File: src/verilog/bcd_request_output_consts.svh
`ifndef BCD_REQUEST_OUTPUT_CONSTS_SVH
`define BCD_REQUEST_OUTPUT_CONSTS_SVH
// ----------------------------------------------------------------
// register offsets (byte addresses)
// ----------------------------------------------------------------
`define OFS_CTRL        8'h00
`define OFS_TIMING      8'h04
`define OFS_STATUS      8'h08
// ----------------------------------------------------------------
// control register fields
// ----------------------------------------------------------------
`define CTRL_MODE_LSB   0
`define CTRL_TWO_AXIS   2
`define CTRL_IN_24V     3
`define CTRL_AUX_LATCH  4
`define CTRL_POL_DIGIT  5
`define CTRL_POL_SIGN   6
`define CTRL_POL_READY  7
`define CTRL_PWR_OFF    8
`define CTRL_ALM_OFF    9
`define CTRL_RESET      32'h0000_0080
// ----------------------------------------------------------------
// timing register fields: interval in ms, three quantity selectors
// ----------------------------------------------------------------
`define TIM_INV_LSB     0
`define TIM_SEL1_LSB    8
`define TIM_SEL2_LSB    12
`define TIM_SEL3_LSB    16
`define TIMING_RESET    32'h0002_1000
// ----------------------------------------------------------------
// timing figures
// ----------------------------------------------------------------
`define CLK_MHZ         100
`define READY_INV_US    50
`define FILTER_5V_MS    3
`define FILTER_24V_US   350
`define BASE_DELAY_MS   3
`define AXIS1_STEP_MS   8
`define AXIS2_STEP_MS   13
`define AUX_AXIS1_MS    35
`define AUX_AXIS2_MS    38
`define INV_MAX_MS      20
`endif

File: src/verilog/bcd_request_output_pkg.sv
package bcd_request_output_pkg;
  // output mode selected by software
  typedef enum logic [1:0] {
    MODE_CONSTANT  = 2'b00,
    MODE_LATCH     = 2'b01,
    MODE_TRISTATE  = 2'b10,
    MODE_HIGHSPEED = 2'b11
  } mode_t;
  // sequencer states
  typedef enum logic [2:0] {
    ST_RUN     = 3'b000,
    ST_REFRESH = 3'b001,
    ST_FILTER  = 3'b010,
    ST_WAIT    = 3'b011,
    ST_HOLD    = 3'b100
  } state_t;
endpackage

File: src/verilog/bcd_request_output.sv
`timescale 1ns/10ps
`include "bcd_request_output_consts.svh"
// Function
// - latch idle: lengthened ready gap, constant behaviour
// - one axis delay: 3, 8, 16, 24 ms
// - two axis delay: 3, 13, 26 ms
// - three-state: all outputs off without request
// - three-state: fresh data driven while requested
// - request modes share latch mode delay
// - latched aux input acts as line one
// - high-speed drives displayed value, no recompute
// - input filter 3 ms or 350 us added
// - seven digits, sign and ready in parallel
// - polarity per digit, sign and ready group
// - power-up display: data or all off
// - alarm: hold previous data or all off
// - each line selects one of six quantities
// - ready low while data is refreshed
// - ready gap set in whole milliseconds
module bcd_request_output
  import bcd_request_output_pkg::*;
#(
  parameter int unsigned CYC_PER_MS  = `CLK_MHZ * 1000,
  parameter int unsigned CYC_RDY_INV = `READY_INV_US * `CLK_MHZ,
  parameter int unsigned CYC_F24     = `FILTER_24V_US * `CLK_MHZ,
  parameter int unsigned DIGITS      = 7
) (
  input  wire logic                 clk,
  input  wire logic                 reset_n,
  input  wire logic                 hsel,
  input  wire logic [7:0]           haddr,
  input  wire logic [1:0]           htrans,
  input  wire logic                 hwrite,
  input  wire logic [2:0]           hsize,
  input  wire logic [31:0]          hwdata,
  input  wire logic                 hready,
  output logic                      hreadyout,
  output logic                      hresp,
  output logic [31:0]               hrdata,
  input  wire logic                 data_request_one,
  input  wire logic                 data_request_two,
  input  wire logic                 data_request_three,
  input  wire logic                 aux_universal_input,
  input  wire logic [6*DIGITS*4-1:0] quantity_bcd,
  input  wire logic [5:0]           quantity_sign,
  input  wire logic                 powerup_active,
  input  wire logic                 alarm_active,
  output logic [DIGITS*4-1:0]       bcd_out,
  output logic                      sign_out,
  output logic                      ready_out,
  output logic                      output_enable
);
  localparam int unsigned W = DIGITS * 4;

  if (DIGITS < 1 || CYC_PER_MS < 1 || CYC_RDY_INV < 1 || CYC_F24 < 1) begin : g_chk
    $error("bcd_request_output: parameters out of range");
  end

  // ----------------------------------------------------------------
  // helpers
  // ----------------------------------------------------------------
  // snapped refresh period in ms for a set interval; odd border values
  // (9, 17 on one axis, 14 on two) take the lower neighbour
  function automatic logic [5:0] snap_ms(input logic [4:0] set, input logic two);
    logic [5:0] r;
    r = 6'(`BASE_DELAY_MS);
    if (set != 5'h00) begin
      if (two)
        r = (set <= 5'd14) ? 6'(`AXIS2_STEP_MS) : 6'(2 * `AXIS2_STEP_MS);
      else if (set <= 5'd9)
        r = 6'(`AXIS1_STEP_MS);
      else if (set <= 5'd17)
        r = 6'(2 * `AXIS1_STEP_MS);
      else
        r = 6'(3 * `AXIS1_STEP_MS);
    end
    return r;
  endfunction

  // pick one of six quantities, sign on top
  function automatic logic [W:0] pick(input logic [2:0] s, input logic [6*W-1:0] q,
                                     input logic [5:0] sg);
    logic [2:0] k;
    k = (s > 3'd5) ? 3'd0 : s;
    return {sg[k], q[k*W +: W]};
  endfunction

  // ----------------------------------------------------------------
  // pin synchronisers
  // ----------------------------------------------------------------
  logic [3:0] sync1_q;  // first stage, read only by second
  logic [3:0] sync2_q;  // stable request levels

  always_ff @(posedge clk or negedge reset_n) begin
    if (!reset_n) begin
      sync1_q <= 4'h0;
      sync2_q <= 4'h0;
    end else begin
      sync1_q <= {aux_universal_input, data_request_three, data_request_two,
                  data_request_one};
      sync2_q <= sync1_q;
    end
  end

  // ----------------------------------------------------------------
  // register file over the bus
  // ----------------------------------------------------------------
  logic [31:0] ctrl_q, ctrl_d;      // mode, axes, polarity, off choices
  logic [31:0] tim_q, tim_d;        // ready gap and quantity selectors
  logic        wr_pend_q, wr_pend_d; // write data phase pending
  logic [7:0]  wr_addr_q, wr_addr_d;
  logic [31:0] rdata_d;
  logic [31:0] status;
  logic        addr_ok;

  assign addr_ok   = hsel && hready && htrans[1];
  assign hreadyout = 1'b1; // zero wait states
  assign hresp     = 1'b0; // always okay

  // register update and read mux
  always_comb begin
    ctrl_d    = ctrl_q;
    tim_d     = tim_q;
    wr_pend_d = addr_ok && hwrite;
    wr_addr_d = addr_ok ? haddr : wr_addr_q;
    rdata_d   = hrdata;
    if (wr_pend_q) begin
      case (wr_addr_q)
        `OFS_CTRL:   ctrl_d = {22'h0, hwdata[9:0]};
        `OFS_TIMING: begin
          // intervals beyond the limit are clamped rather than refused
          tim_d = {13'h0, hwdata[18:16], 1'b0, hwdata[14:12], 1'b0, hwdata[10:8], 3'h0,
                   (hwdata[4:0] > 5'(`INV_MAX_MS)) ? 5'(`INV_MAX_MS) : hwdata[4:0]};
        end
        default: ;  // unmapped or read-only: write ignored
      endcase
    end
    if (addr_ok && !hwrite) begin
      case (haddr)
        `OFS_CTRL:   rdata_d = ctrl_q;
        `OFS_TIMING: rdata_d = tim_q;
        `OFS_STATUS: rdata_d = status;
        default:     rdata_d = 32'h0000_0000; // unmapped reads zero
      endcase
    end
  end

  always_ff @(posedge clk or negedge reset_n) begin
    if (!reset_n) begin
      ctrl_q    <= `CTRL_RESET;
      tim_q     <= `TIMING_RESET;
      wr_pend_q <= 1'b0;
      wr_addr_q <= 8'h00;
      hrdata    <= 32'h0000_0000;
    end else begin
      ctrl_q    <= ctrl_d;
      tim_q     <= tim_d;
      wr_pend_q <= wr_pend_d;
      wr_addr_q <= wr_addr_d;
      hrdata    <= rdata_d;
    end
  end

  // ----------------------------------------------------------------
  // decoded configuration
  // ----------------------------------------------------------------
  mode_t      mode;
  logic       two_axis;
  logic [4:0] inv_set;
  logic [3:0] req;     // one, two, three, aux
  logic [2:0] sel;     // selector of the active line
  logic       any_req;
  logic [31:0] filt_cyc, wait_cyc, per_cyc, gap_cyc;

  assign mode     = mode_t'(ctrl_q[`CTRL_MODE_LSB +: 2]);
  assign two_axis = ctrl_q[`CTRL_TWO_AXIS];
  assign inv_set  = tim_q[`TIM_INV_LSB +: 5];
  // aux counts only when configured as latched
  assign req      = {sync2_q[3] & ctrl_q[`CTRL_AUX_LATCH], sync2_q[2:0]};
  assign any_req  = |req;
  // the host keeps one line at a time; lowest line wins otherwise
  assign sel = (req[0] | req[3]) ? tim_q[`TIM_SEL1_LSB +: 3] :
               req[1] ? tim_q[`TIM_SEL2_LSB +: 3] : tim_q[`TIM_SEL3_LSB +: 3];

  // filter delay per input voltage
  assign filt_cyc = ctrl_q[`CTRL_IN_24V] ? CYC_F24 : 32'(`FILTER_5V_MS) * CYC_PER_MS;
  // request to data delay after the filter, same for every request mode
  assign wait_cyc = req[3] ?
    32'(`BASE_DELAY_MS + (two_axis ? `AUX_AXIS2_MS : `AUX_AXIS1_MS)) * CYC_PER_MS :
    32'(snap_ms(inv_set, two_axis)) * CYC_PER_MS;
  // idle data valid time and ready gap
  assign per_cyc = 32'(two_axis ? `AXIS2_STEP_MS : `AXIS1_STEP_MS) * CYC_PER_MS;
  assign gap_cyc = (inv_set == 5'h00) ? CYC_RDY_INV :
                   32'(snap_ms(inv_set, two_axis)) * CYC_PER_MS;

  // ----------------------------------------------------------------
  // sequencer and output data
  // ----------------------------------------------------------------
  state_t      state_q, state_d;
  logic [31:0] cnt_q, cnt_d;        // cycles spent in current state; held at zero in ST_HOLD
  logic [W:0]  data_q, data_d;      // sign and digits being shown
  logic [6*W-1:0] disp_q, disp_d;   // last computed (displayed) values
  logic [5:0]  dsgn_q, dsgn_d;
  logic        rdy_q, rdy_d;        // ready, active high inside
  logic        on_q, on_d;          // outputs driven
  logic        freeze;              // alarm keeps the old data
  logic        load;

  assign freeze = alarm_active && !powerup_active && !ctrl_q[`CTRL_ALM_OFF];

  // next state, counter and data
  always_comb begin
    state_d = state_q;
    cnt_d   = cnt_q + 32'h0000_0001;
    data_d  = data_q;
    disp_d  = disp_q;
    dsgn_d  = dsgn_q;
    rdy_d   = rdy_q;
    on_d    = on_q;
    load    = 1'b0;
    case (state_q)
      ST_RUN: begin
        // idle: constant modes show data, request modes keep all off
        on_d  = (mode == MODE_CONSTANT) || (mode == MODE_LATCH);
        rdy_d = on_d;
        if (any_req && mode != MODE_CONSTANT) begin
          state_d = ST_FILTER;
          cnt_d   = 32'h0000_0000;
        end else if (cnt_q + 32'h0000_0001 >= per_cyc) begin
          state_d = ST_REFRESH;
          cnt_d   = 32'h0000_0000;
          rdy_d   = 1'b0;
        end
      end
      ST_REFRESH: begin
        rdy_d = 1'b0;
        // request modes go dark at once, even in the middle of a gap
        on_d  = (mode == MODE_CONSTANT) || (mode == MODE_LATCH);
        if (any_req && mode != MODE_CONSTANT) begin
          // a long gap must not add to the request delay
          state_d = ST_FILTER;
          cnt_d   = 32'h0000_0000;
        end else if (cnt_q + 32'h0000_0001 >= gap_cyc) begin
          // new computation ends: display and constant output take it
          disp_d  = quantity_bcd;
          dsgn_d  = quantity_sign;
          load    = (mode == MODE_CONSTANT) || (mode == MODE_LATCH);
          if (load && !freeze)
            data_d = pick(tim_q[`TIM_SEL1_LSB +: 3], quantity_bcd, quantity_sign);
          rdy_d   = on_d;
          state_d = ST_RUN;
          cnt_d   = 32'h0000_0000;
        end
      end
      ST_FILTER: begin
        // old behaviour continues until the request is recognised
        if (!any_req) begin
          state_d = ST_RUN;
          cnt_d   = 32'h0000_0000;
        end else if (cnt_q + 32'h0000_0001 >= filt_cyc) begin
          state_d = ST_WAIT;
          cnt_d   = 32'h0000_0000;
          rdy_d   = 1'b0;
        end
      end
      ST_WAIT: begin
        rdy_d = 1'b0;
        if (!any_req) begin
          state_d = ST_RUN;
          cnt_d   = 32'h0000_0000;
        end else if (cnt_q + 32'h0000_0001 >= wait_cyc) begin
          if (!freeze) begin
            if (mode == MODE_HIGHSPEED)
              data_d = pick(sel, disp_q, dsgn_q);
            else
              data_d = pick(sel, quantity_bcd, quantity_sign);
          end
          if (mode != MODE_HIGHSPEED) begin
            disp_d = quantity_bcd;
            dsgn_d = quantity_sign;
          end
          on_d    = 1'b1;
          rdy_d   = 1'b1;
          state_d = ST_HOLD;
          cnt_d   = 32'h0000_0000;
        end
      end
      ST_HOLD: begin
        // data stands unchanged while the request is held
        cnt_d = cnt_q;
        if (!any_req) begin
          state_d = ST_RUN;
          cnt_d   = 32'h0000_0000;
          on_d    = (mode == MODE_CONSTANT) || (mode == MODE_LATCH);
          rdy_d   = on_d;
        end
      end
      default: begin
        state_d = ST_RUN;
        cnt_d   = 32'h0000_0000;
      end
    endcase
  end

  always_ff @(posedge clk or negedge reset_n) begin
    if (!reset_n) begin
      state_q <= ST_RUN;
      cnt_q   <= 32'h0000_0000;
      data_q  <= '0;
      disp_q  <= '0;
      dsgn_q  <= 6'h00;
      rdy_q   <= 1'b0;
      on_q    <= 1'b0;
    end else begin
      state_q <= state_d;
      cnt_q   <= cnt_d;
      data_q  <= data_d;
      disp_q  <= disp_d;
      dsgn_q  <= dsgn_d;
      rdy_q   <= rdy_d;
      on_q    <= on_d;
    end
  end

  // ----------------------------------------------------------------
  // pin drivers with polarity and off states
  // ----------------------------------------------------------------
  logic kill;  // power-up or alarm choice forces all off
  logic drive; // pins active next cycle
  logic [W+1:0] pin_d, pin_q; // ready, sign, digits
  logic         oe_q;

  assign kill  = (powerup_active && ctrl_q[`CTRL_PWR_OFF]) ||
                 (alarm_active && !powerup_active && ctrl_q[`CTRL_ALM_OFF]);
  assign drive = on_q && !kill;

  // polarity is applied only while driving; off means released lines
  always_comb begin
    pin_d = '0;
    if (drive)
      pin_d = {rdy_q ^ ctrl_q[`CTRL_POL_READY],
               data_q[W] ^ ctrl_q[`CTRL_POL_SIGN],
               data_q[W-1:0] ^ {W{ctrl_q[`CTRL_POL_DIGIT]}}};
  end

  always_ff @(posedge clk or negedge reset_n) begin
    if (!reset_n) begin
      pin_q <= '0;
      oe_q  <= 1'b0;
    end else begin
      pin_q <= pin_d;
      oe_q  <= drive;
    end
  end

  assign bcd_out       = pin_q[W-1:0];
  assign sign_out      = pin_q[W];
  assign ready_out     = pin_q[W+1];
  assign output_enable = oe_q;
  assign status        = {20'h0, sel, 1'b0, req, oe_q, state_q};
endmodule

File: config.mk
export PLATFORM = sky130hd
export DESIGN_NAME = bcd_request_output
export DESIGN_NICKNAME = d
export VERILOG_FILES = /design/src/verilog/bcd_request_output_pkg.sv /design/src/verilog/bcd_request_output.sv
export VERILOG_INCLUDE_DIRS = /design/src /design/src/verilog
export SDC_FILE = /design/constraint.sdc
export NUM_CORES = 1
export LEC_CHECK = 0
export BUFFER_PORTS_ARGS = -buffer_cell sky130_fd_sc_hd__buf_2
export CAP_MARGIN = 0
export CORE_MARGIN = 4
export CORE_UTILIZATION = 45
export CTS_CLUSTER_SIZE = 28
export DETAILED_ROUTE_END_ITERATION = 8
export PLACE_DENSITY = 0.65
export SLEW_MARGIN = 20
export SYNTH_ARGS = -nofsm -noshare
export SYNTH_HDL_FRONTEND = slang
export SYNTH_SLANG_ARGS = --single-unit
File: constraint.sdc
create_clock -name clk -period 8.5 [get_ports clk]
set_input_delay 1.7 -clock clk [delete_from_list [all_inputs] [get_ports clk]]
set_output_delay 1.7 -clock clk [all_outputs]
set_load 0.005 [all_outputs]
==> results of run 1 <==
## cells by family after synthesis
group	after synthesis	synth area share
AO/OA/AOI/OAI	442	0.145
XOR/XNOR	64	0.0269
adder cells (fa/ha/maj)	84	0.0504
buffers and inverters	210	0.0494
flip-flops	330	0.396
multiplexers	347	0.203
other	2	0.000360
AND/OR/NAND/NOR	572	0.129
## path summary, 6_finish.rpt
kind / cells after the start / from / end / slack (ns)
setup / recovery: 29 / tim_q[1]$_DFFE_PN0P_ / disp_q[35]$_DFFE_PN0P_ / 0.77
setup reg to reg: 29 / tim_q[1]$_DFFE_PN0P_ / disp_q[35]$_DFFE_PN0P_ / 0.77
hold reg to reg: 0 / sync1_q[1]$_DFF_PN0_ / sync2_q[1]$_DFF_PN0_ / 0.35
min in group asynchronous: 1 / reset_n / hrdata[14]$_DFFE_PN0P_ / 1.14
max in group asynchronous: 2 / reset_n / pin_q[26]$_DFF_PN0_ / 5.88
hold / removal: 0 / sync1_q[1]$_DFF_PN0_ / sync2_q[1]$_DFF_PN0_ / 0.35
## routing by layer
metal,up-vias,global-route usage
met3,97,0.0496
met2,745,0.377
met5,-,0
met1,8675,0.396
met4,0,0.0805
li1,7945,-
## area by class of cell
| cell class | count | area (sq um) | share of cell area |
|---|---|---|---|
| Clock buffer | 50 | 1110 | 0.0462 |
| Clock inverter | 21 | 345 | 0.0144 |
| Inverter | 47 | 176 | 0.00735 |
| Antenna cell | 27 | 67.6 | 0.00281 |
| Sequential cell | 330 | 8260 | 0.344 |
| Timing Repair Buffer | 290 | 1610 | 0.0672 |
| Multi-Input combinational cell | 1526 | 11700 | 0.487 |
| Tap cell | 600 | 751 | 0.0313 |
## power groups by stage
stage / combinational (uW) / sequential (uW) / clock, uW
after floorplan: 946 / 1680 / 0
after global placement: 1370 / 1720 / 0
after detailed placement: 1390 / 1720 / 0
after CTS: 1400 / 1690 / 1920
after global routing: 1580 / 1700 / 2000
final: 1420 / 1690 / 1890
## cells in the mapped netlist (11+ instances only)
master    count  area share
nor2_1       92       0.017
o211ai_1     32       0.012
mux2_2       76       0.041
mux2i_1      77       0.037
a21oi_1      66       0.016
xnor2_1      50       0.021
nand4_1      18      0.0054
clkbuf_1     88       0.016
buf_6        17      0.0092
ha_1         84       0.050
buf_2        13      0.0031
a21o_1       11      0.0040
dfrtp_1     327        0.39
mux2_1      150       0.081
inv_1        45      0.0081
nand3_1      75       0.018
a22oi_1      23      0.0083
nor3_1       31      0.0074
o22ai_1      29      0.0087
o221ai_1     72       0.030
buf_4        23      0.0083
and2_1       15      0.0045
o21ai_0     116       0.028
mux4_2       34       0.037
buf_1        21      0.0038
xor2_1       14      0.0059
nand2_1     264       0.048
## registers in the layout, indices dropped and copies added, names as in the netlist, 3 cells and up
| name | count |
|---|---|
| state_q | 3 |
| sync1_q | 4 |
| cnt_q | 32 |
| disp_q | 168 |
| pin_q | 30 |
| tim_q | 14 |
| sync2_q | 4 |
| wr_addr_q | 8 |
| ctrl_q | 10 |
| dsgn_q | 6 |
| data_q | 29 |
| hrdata | 18 |
## cells in the final DEF (no fill, tap or decap), drive strengths merged, types with 7 or more instances in the layout
cell type | Yosys | routed
a31oi | 8 | 8
o211ai | 32 | 32
xnor2 | 50 | 50
o22ai | 29 | 29
buf | 75 | 290
clkinv | 1 | 10
bufinv | 0 | 8
nand2b | 8 | 8
inv | 46 | 49
o21ai | 117 | 117
a211oi | 9 | 9
and2 | 15 | 15
a22oi | 23 | 23
nand2 | 265 | 265
dfrtp | 327 | 327
o31ai | 10 | 10
nor3 | 32 | 32
and3 | 9 | 9
a21o | 11 | 11
ha | 84 | 84
clkbuf | 88 | 50
or4 | 7 | 7
mux2i | 77 | 77
diode | 0 | 27
conb | 2 | 17
mux2 | 236 | 236
nor2 | 92 | 92
nand3 | 77 | 77
o221ai | 72 | 72
xor2 | 14 | 14
nor4 | 14 | 14
a21oi | 67 | 67
nand4 | 19 | 19
a311oi | 7 | 7
mux4 | 34 | 34
## per-stage QoR
stage | setup WS [ns] | hold WS, ns
2_1_floorplan | 2.39 | 0.331
4_1_cts | 0.875 | 0.353
3_3_place_gp | 0.960 | 0.337
5_1_grt | 0.142 | 0.362
6_report | 0.771 | 0.349
3_5_place_dp | 0.927 | 0.342
## critical path, delay by kind of cell (launching register included)
kind / cells / cell delay, ns
AOI/OAI and AO/OA: 9 / 2.19
muxes: 1 / 0.36
and+or+nand+nor: 10 / 2.14
buffers and inverters: 2 / 0.56
DFF: 1 / 0.45
xor gates and xnor gates: 2 / 0.40
adders and majority gates: 5 / 1.47
==> impl_metrics.ini, run 1 <==
[status]
status = complete, no violations

[sta]
rsz0062_at_grt = no
slew_headroom = 0.254
finalSetupTns_ns = 0
fmax_mhz = 129
worst_pin_slew_ns = 1.12
final_max_slew_viol_count = 0
setup_viol = 0
fin_skew_ns = 0.0355
min_period_over_period = 0.909
layout_min_cycle_time_ns = 7.73
hold_viol = 0

[grt]
grt_pass1_vias = 17200
antenna_found_initial = 30
track_usage = 0.261
grt_overflow = 0
grt_pass1_wl_mm = 103
grt_start_max_net_pins = 174

[clocking]
cts_buffers = 40
clockBufferDepth = 3
root_buffer = clkbuf_16
cts_hold_buffers = 0
post_cts_buffers = 0
htreeDepth = 2
clock_sinks = 330
cts.repair.resized = 0
worst_skew_pair.late_latency_ns = 0.58
path_clk_slew_ns = 0.06
cts_tree = done

[worst_setup_path]
critPathArrivalTime_ns = 8.17
path_class = flip-flop to flip-flop
critical_path.max_stage_delay_ns = 0.62
cp-end-kind = flip-flop
crit_top_cell = ha_1
crit_fanout = 17
crit_slowest_cell = a21oi_4
cp-start-kind = flip-flop
worstPathRequired_ns = 8.94

[power]
power_uw = 5010
clkPwrFrac = 0.378
p_sw_uw = 1690
leakagePower_uw = 0.0116
vdd.ir_drop.worst_mv = 0.155
combPwrFrac = 0.284
p_seq_frac = 0.338
swShare = 0.338
p_int_uw = 3320
power_density_nw_per_um2 = 209

[yosys]
syn_area_sq_um = 20800
async_reset_ff_frac = 1.00
yosysSeqAreaShare = 0.396
ys.flop_type = dfrtp_1
syn_inst = 2051
yosysWarnings = 0
synth_seq_cells = 330
synth_area_per_cell_sq_um = 10.2
synth_edf_count = 0
synth_cell_types = 88

[floorplanning]
fp-row-count = 78
core_sq_um = 45600
boundaryPins = 295
initial_utilization = 0.457
die-width_um = 223
chipHeight_um = 223
die-area_sq_um = 49800

[final_layout]
final_cells = 2891
final_nets = 2549
fillers = 4104
drive_above_1_share = 0.226
areaGrowthSynthToFinish_pct = 15.2
design_area_sq_um = 24000
fin_util = 0.527

[drt]
wl_mm = 66.7
top_layer_used = met4
wl_per_cell_um = 23.1
firstDrtPassIters = 5
drc_errors = 0
vias = 17500
drt_iter0_markers = 1866
met1Wirelength_mm = 29.7
vias_per_cell = 6.04
wl_met3_mm = 6.15
ant_nets = 0
wl_met2_mm = 29.2

[placed_design]
dp_hpwl_mm = 48.3
io_buffers = 259
gp_congestion = 0.947
post_dp_cell_area_sq_um = 22500
dp_cells = 2793

[run]
maxCapViolCount = 0

[worst_hold_path]
holdCritPathClass = flip-flop to flip-flop
(Power assumes the default switching activity.)
==> run 2: changes to the inputs <==
Settings changed: CORE_MARGIN 4 to not set, CTS_BUF_LIST set to sky130_fd_sc_hd__clkbuf_8.
==> impl_metrics.ini, run 2 (synthesis results as in run 1) <==
[status]
status = complete, no violations

[worst_setup_path]
path_class = flip-flop to flip-flop
cp-start-kind = flip-flop
crit_slowest_cell = a21oi_4
worstPathRequired_ns = 9.01
critPathArrivalTime_ns = 8.26
critical_path.max_stage_delay_ns = 0.62
crit_fanout = 43
crit_top_cell = ha_1
cp-end-kind = flip-flop

[sta]
whs_ns = 0.348
fin_skew_ns = 0.0653
worst_pin_slew_ns = 1.07
final_max_slew_viol_count = 0
rsz0062_at_grt = no
hold_viol = 0
min_period_over_period = 0.911
setup_viol = 0
slew_headroom = 0.287
layout_min_cycle_time_ns = 7.74
fmax_mhz = 129
finalSetupTns_ns = 0

[clocking]
path_clk_slew_ns = 0.06
cts.repair.resized = 0
post_cts_buffers = 0
cts_hold_buffers = 0
clockBufferDepth = 3
root_buffer = clkbuf_8
cts_buffers = 59
cts_tree = done
htreeDepth = 2
worst_skew_pair.late_latency_ns = 0.69
clock_sinks = 330

[floorplanning]
core_sq_um = 45600
chipHeight_um = 217
fp-row-count = 78
die-width_um = 217
boundaryPins = 295
initial_utilization = 0.457
die-area_sq_um = 47200

[grt]
antenna_found_initial = 30
grt_start_max_net_pins = 175
grt_pass1_vias = 16900
track_usage = 0.277
grt_pass1_wl_mm = 101
grt_overflow = 0

[drt]
vias_per_cell = 5.99
firstDrtPassIters = 5
wl_mm = 65.3
drt_iter0_markers = 1507
ant_nets = 0
wl_per_cell_um = 22.3
drc_errors = 0
vias = 17500

[power]
power_uw = 4630
combPwrFrac = 0.307
vdd.ir_drop.worst_mv = 0.129
power_density_nw_per_um2 = 195
leakagePower_uw = 0.0116
p_sw_uw = 1680
p_int_uw = 2960
clkPwrFrac = 0.327
p_seq_frac = 0.366
swShare = 0.362

[final_layout]
design_area_sq_um = 23700
regArea_sq_um = 8260
drive_above_1_share = 0.231
final_nets = 2567
fin_util = 0.521
largest-register = disp_q
fillers = 4142
multiInputGateArea_sq_um = 11700
reg_top3 = disp_q: 168 flops, cnt_q: 32 flops, pin_q: 30 flops
areaGrowthSynthToFinish_pct = 13.9
layout_common_cells = 327 x dfrtp_1, 264 x nand2_1, 258 x buf_2
layout_commonest_cell = dfrtp_1
largest_reg_flops = 168

[worst_hold_path]
holdCritPathClass = flip-flop to flip-flop

[placed_design]
dp_hpwl_mm = 46.5
io_buffers = 259
post_dp_cell_area_sq_um = 22500
gp_congestion = 0.952

[run]
maxCapViolCount = 0
[run 2: through the flow]
stage / setup slack, ns / cells
after global placement: 1.09 / 2792
after floorplan: 2.39 / 2066
after detailed placement: 0.925 / 2792
after CTS: 0.815 / 2903
after global routing: 0.206 / 2922
final: 0.755 / 2926
[run 2: power by group through the flow]
stage / logic, uW / registers, uW / clock network, uW
final: 1420 / 1700 / 1520
after floorplan: 946 / 1680 / 0
after detailed placement: 1390 / 1720 / 0
after global placement: 1370 / 1720 / 0
after global routing: 1570 / 1700 / 1620
after CTS: 1400 / 1690 / 1550
[run 2: final timing paths]
| path | depth (start not counted) | from | slack (ns) | end |
|---|---|---|---|---|
| worst max-delay path | 29 | tim_q[1]$_DFFE_PN0P_ | 0.76 | disp_q[127]$_DFFE_PN0P_ |
| worst min-delay path | 0 | sync1_q[3]$_DFF_PN0_ | 0.35 | sync2_q[3]$_DFF_PN0_ |
| worst max register to register | 29 | tim_q[1]$_DFFE_PN0P_ | 0.76 | disp_q[127]$_DFFE_PN0P_ |
| worst min register to register | 0 | sync1_q[3]$_DFF_PN0_ | 0.35 | sync2_q[3]$_DFF_PN0_ |
| max in group asynchronous | 2 | reset_n | 5.94 | pin_q[12]$_DFF_PN0_ |
| min in group asynchronous | 1 | reset_n | 1.04 | tim_q[1]$_DFFE_PN0P_ |
[run 2: per-layer routing]
metal,vias up,GRT usage,part of all wire,wire length [um]
li1,8004,-,-,-
met1,8667,0.408,0.46,30000
met2,741,0.390,0.43,28000
met3,95,0.0758,0.091,5940
met4,8,0.0908,0.020,1280
met5,-,0,0.00086,56
[run 2: layout make-up]
cell class,count,area share
clock inverter,34,0.00696
sequential,330,0.348
clock buffer,77,0.0446
tap,600,0.0316
inverter,47,0.00743
timing repair buffer,289,0.0671
multi-input combinational,1526,0.492
antenna,23,0.00242
[run 2: critical path, delay by kind of cell, from the launching register on]
family                     cells  cell delay (ns)
buffers and inverters          2             0.56
adders and majority gates      5             1.49
and+or+nand+nor               10             2.16
xor gates and xnor gates       2             0.42
muxes                          1             0.37
DFF                            1             0.49
AOI/OAI and AO/OA              9             2.04
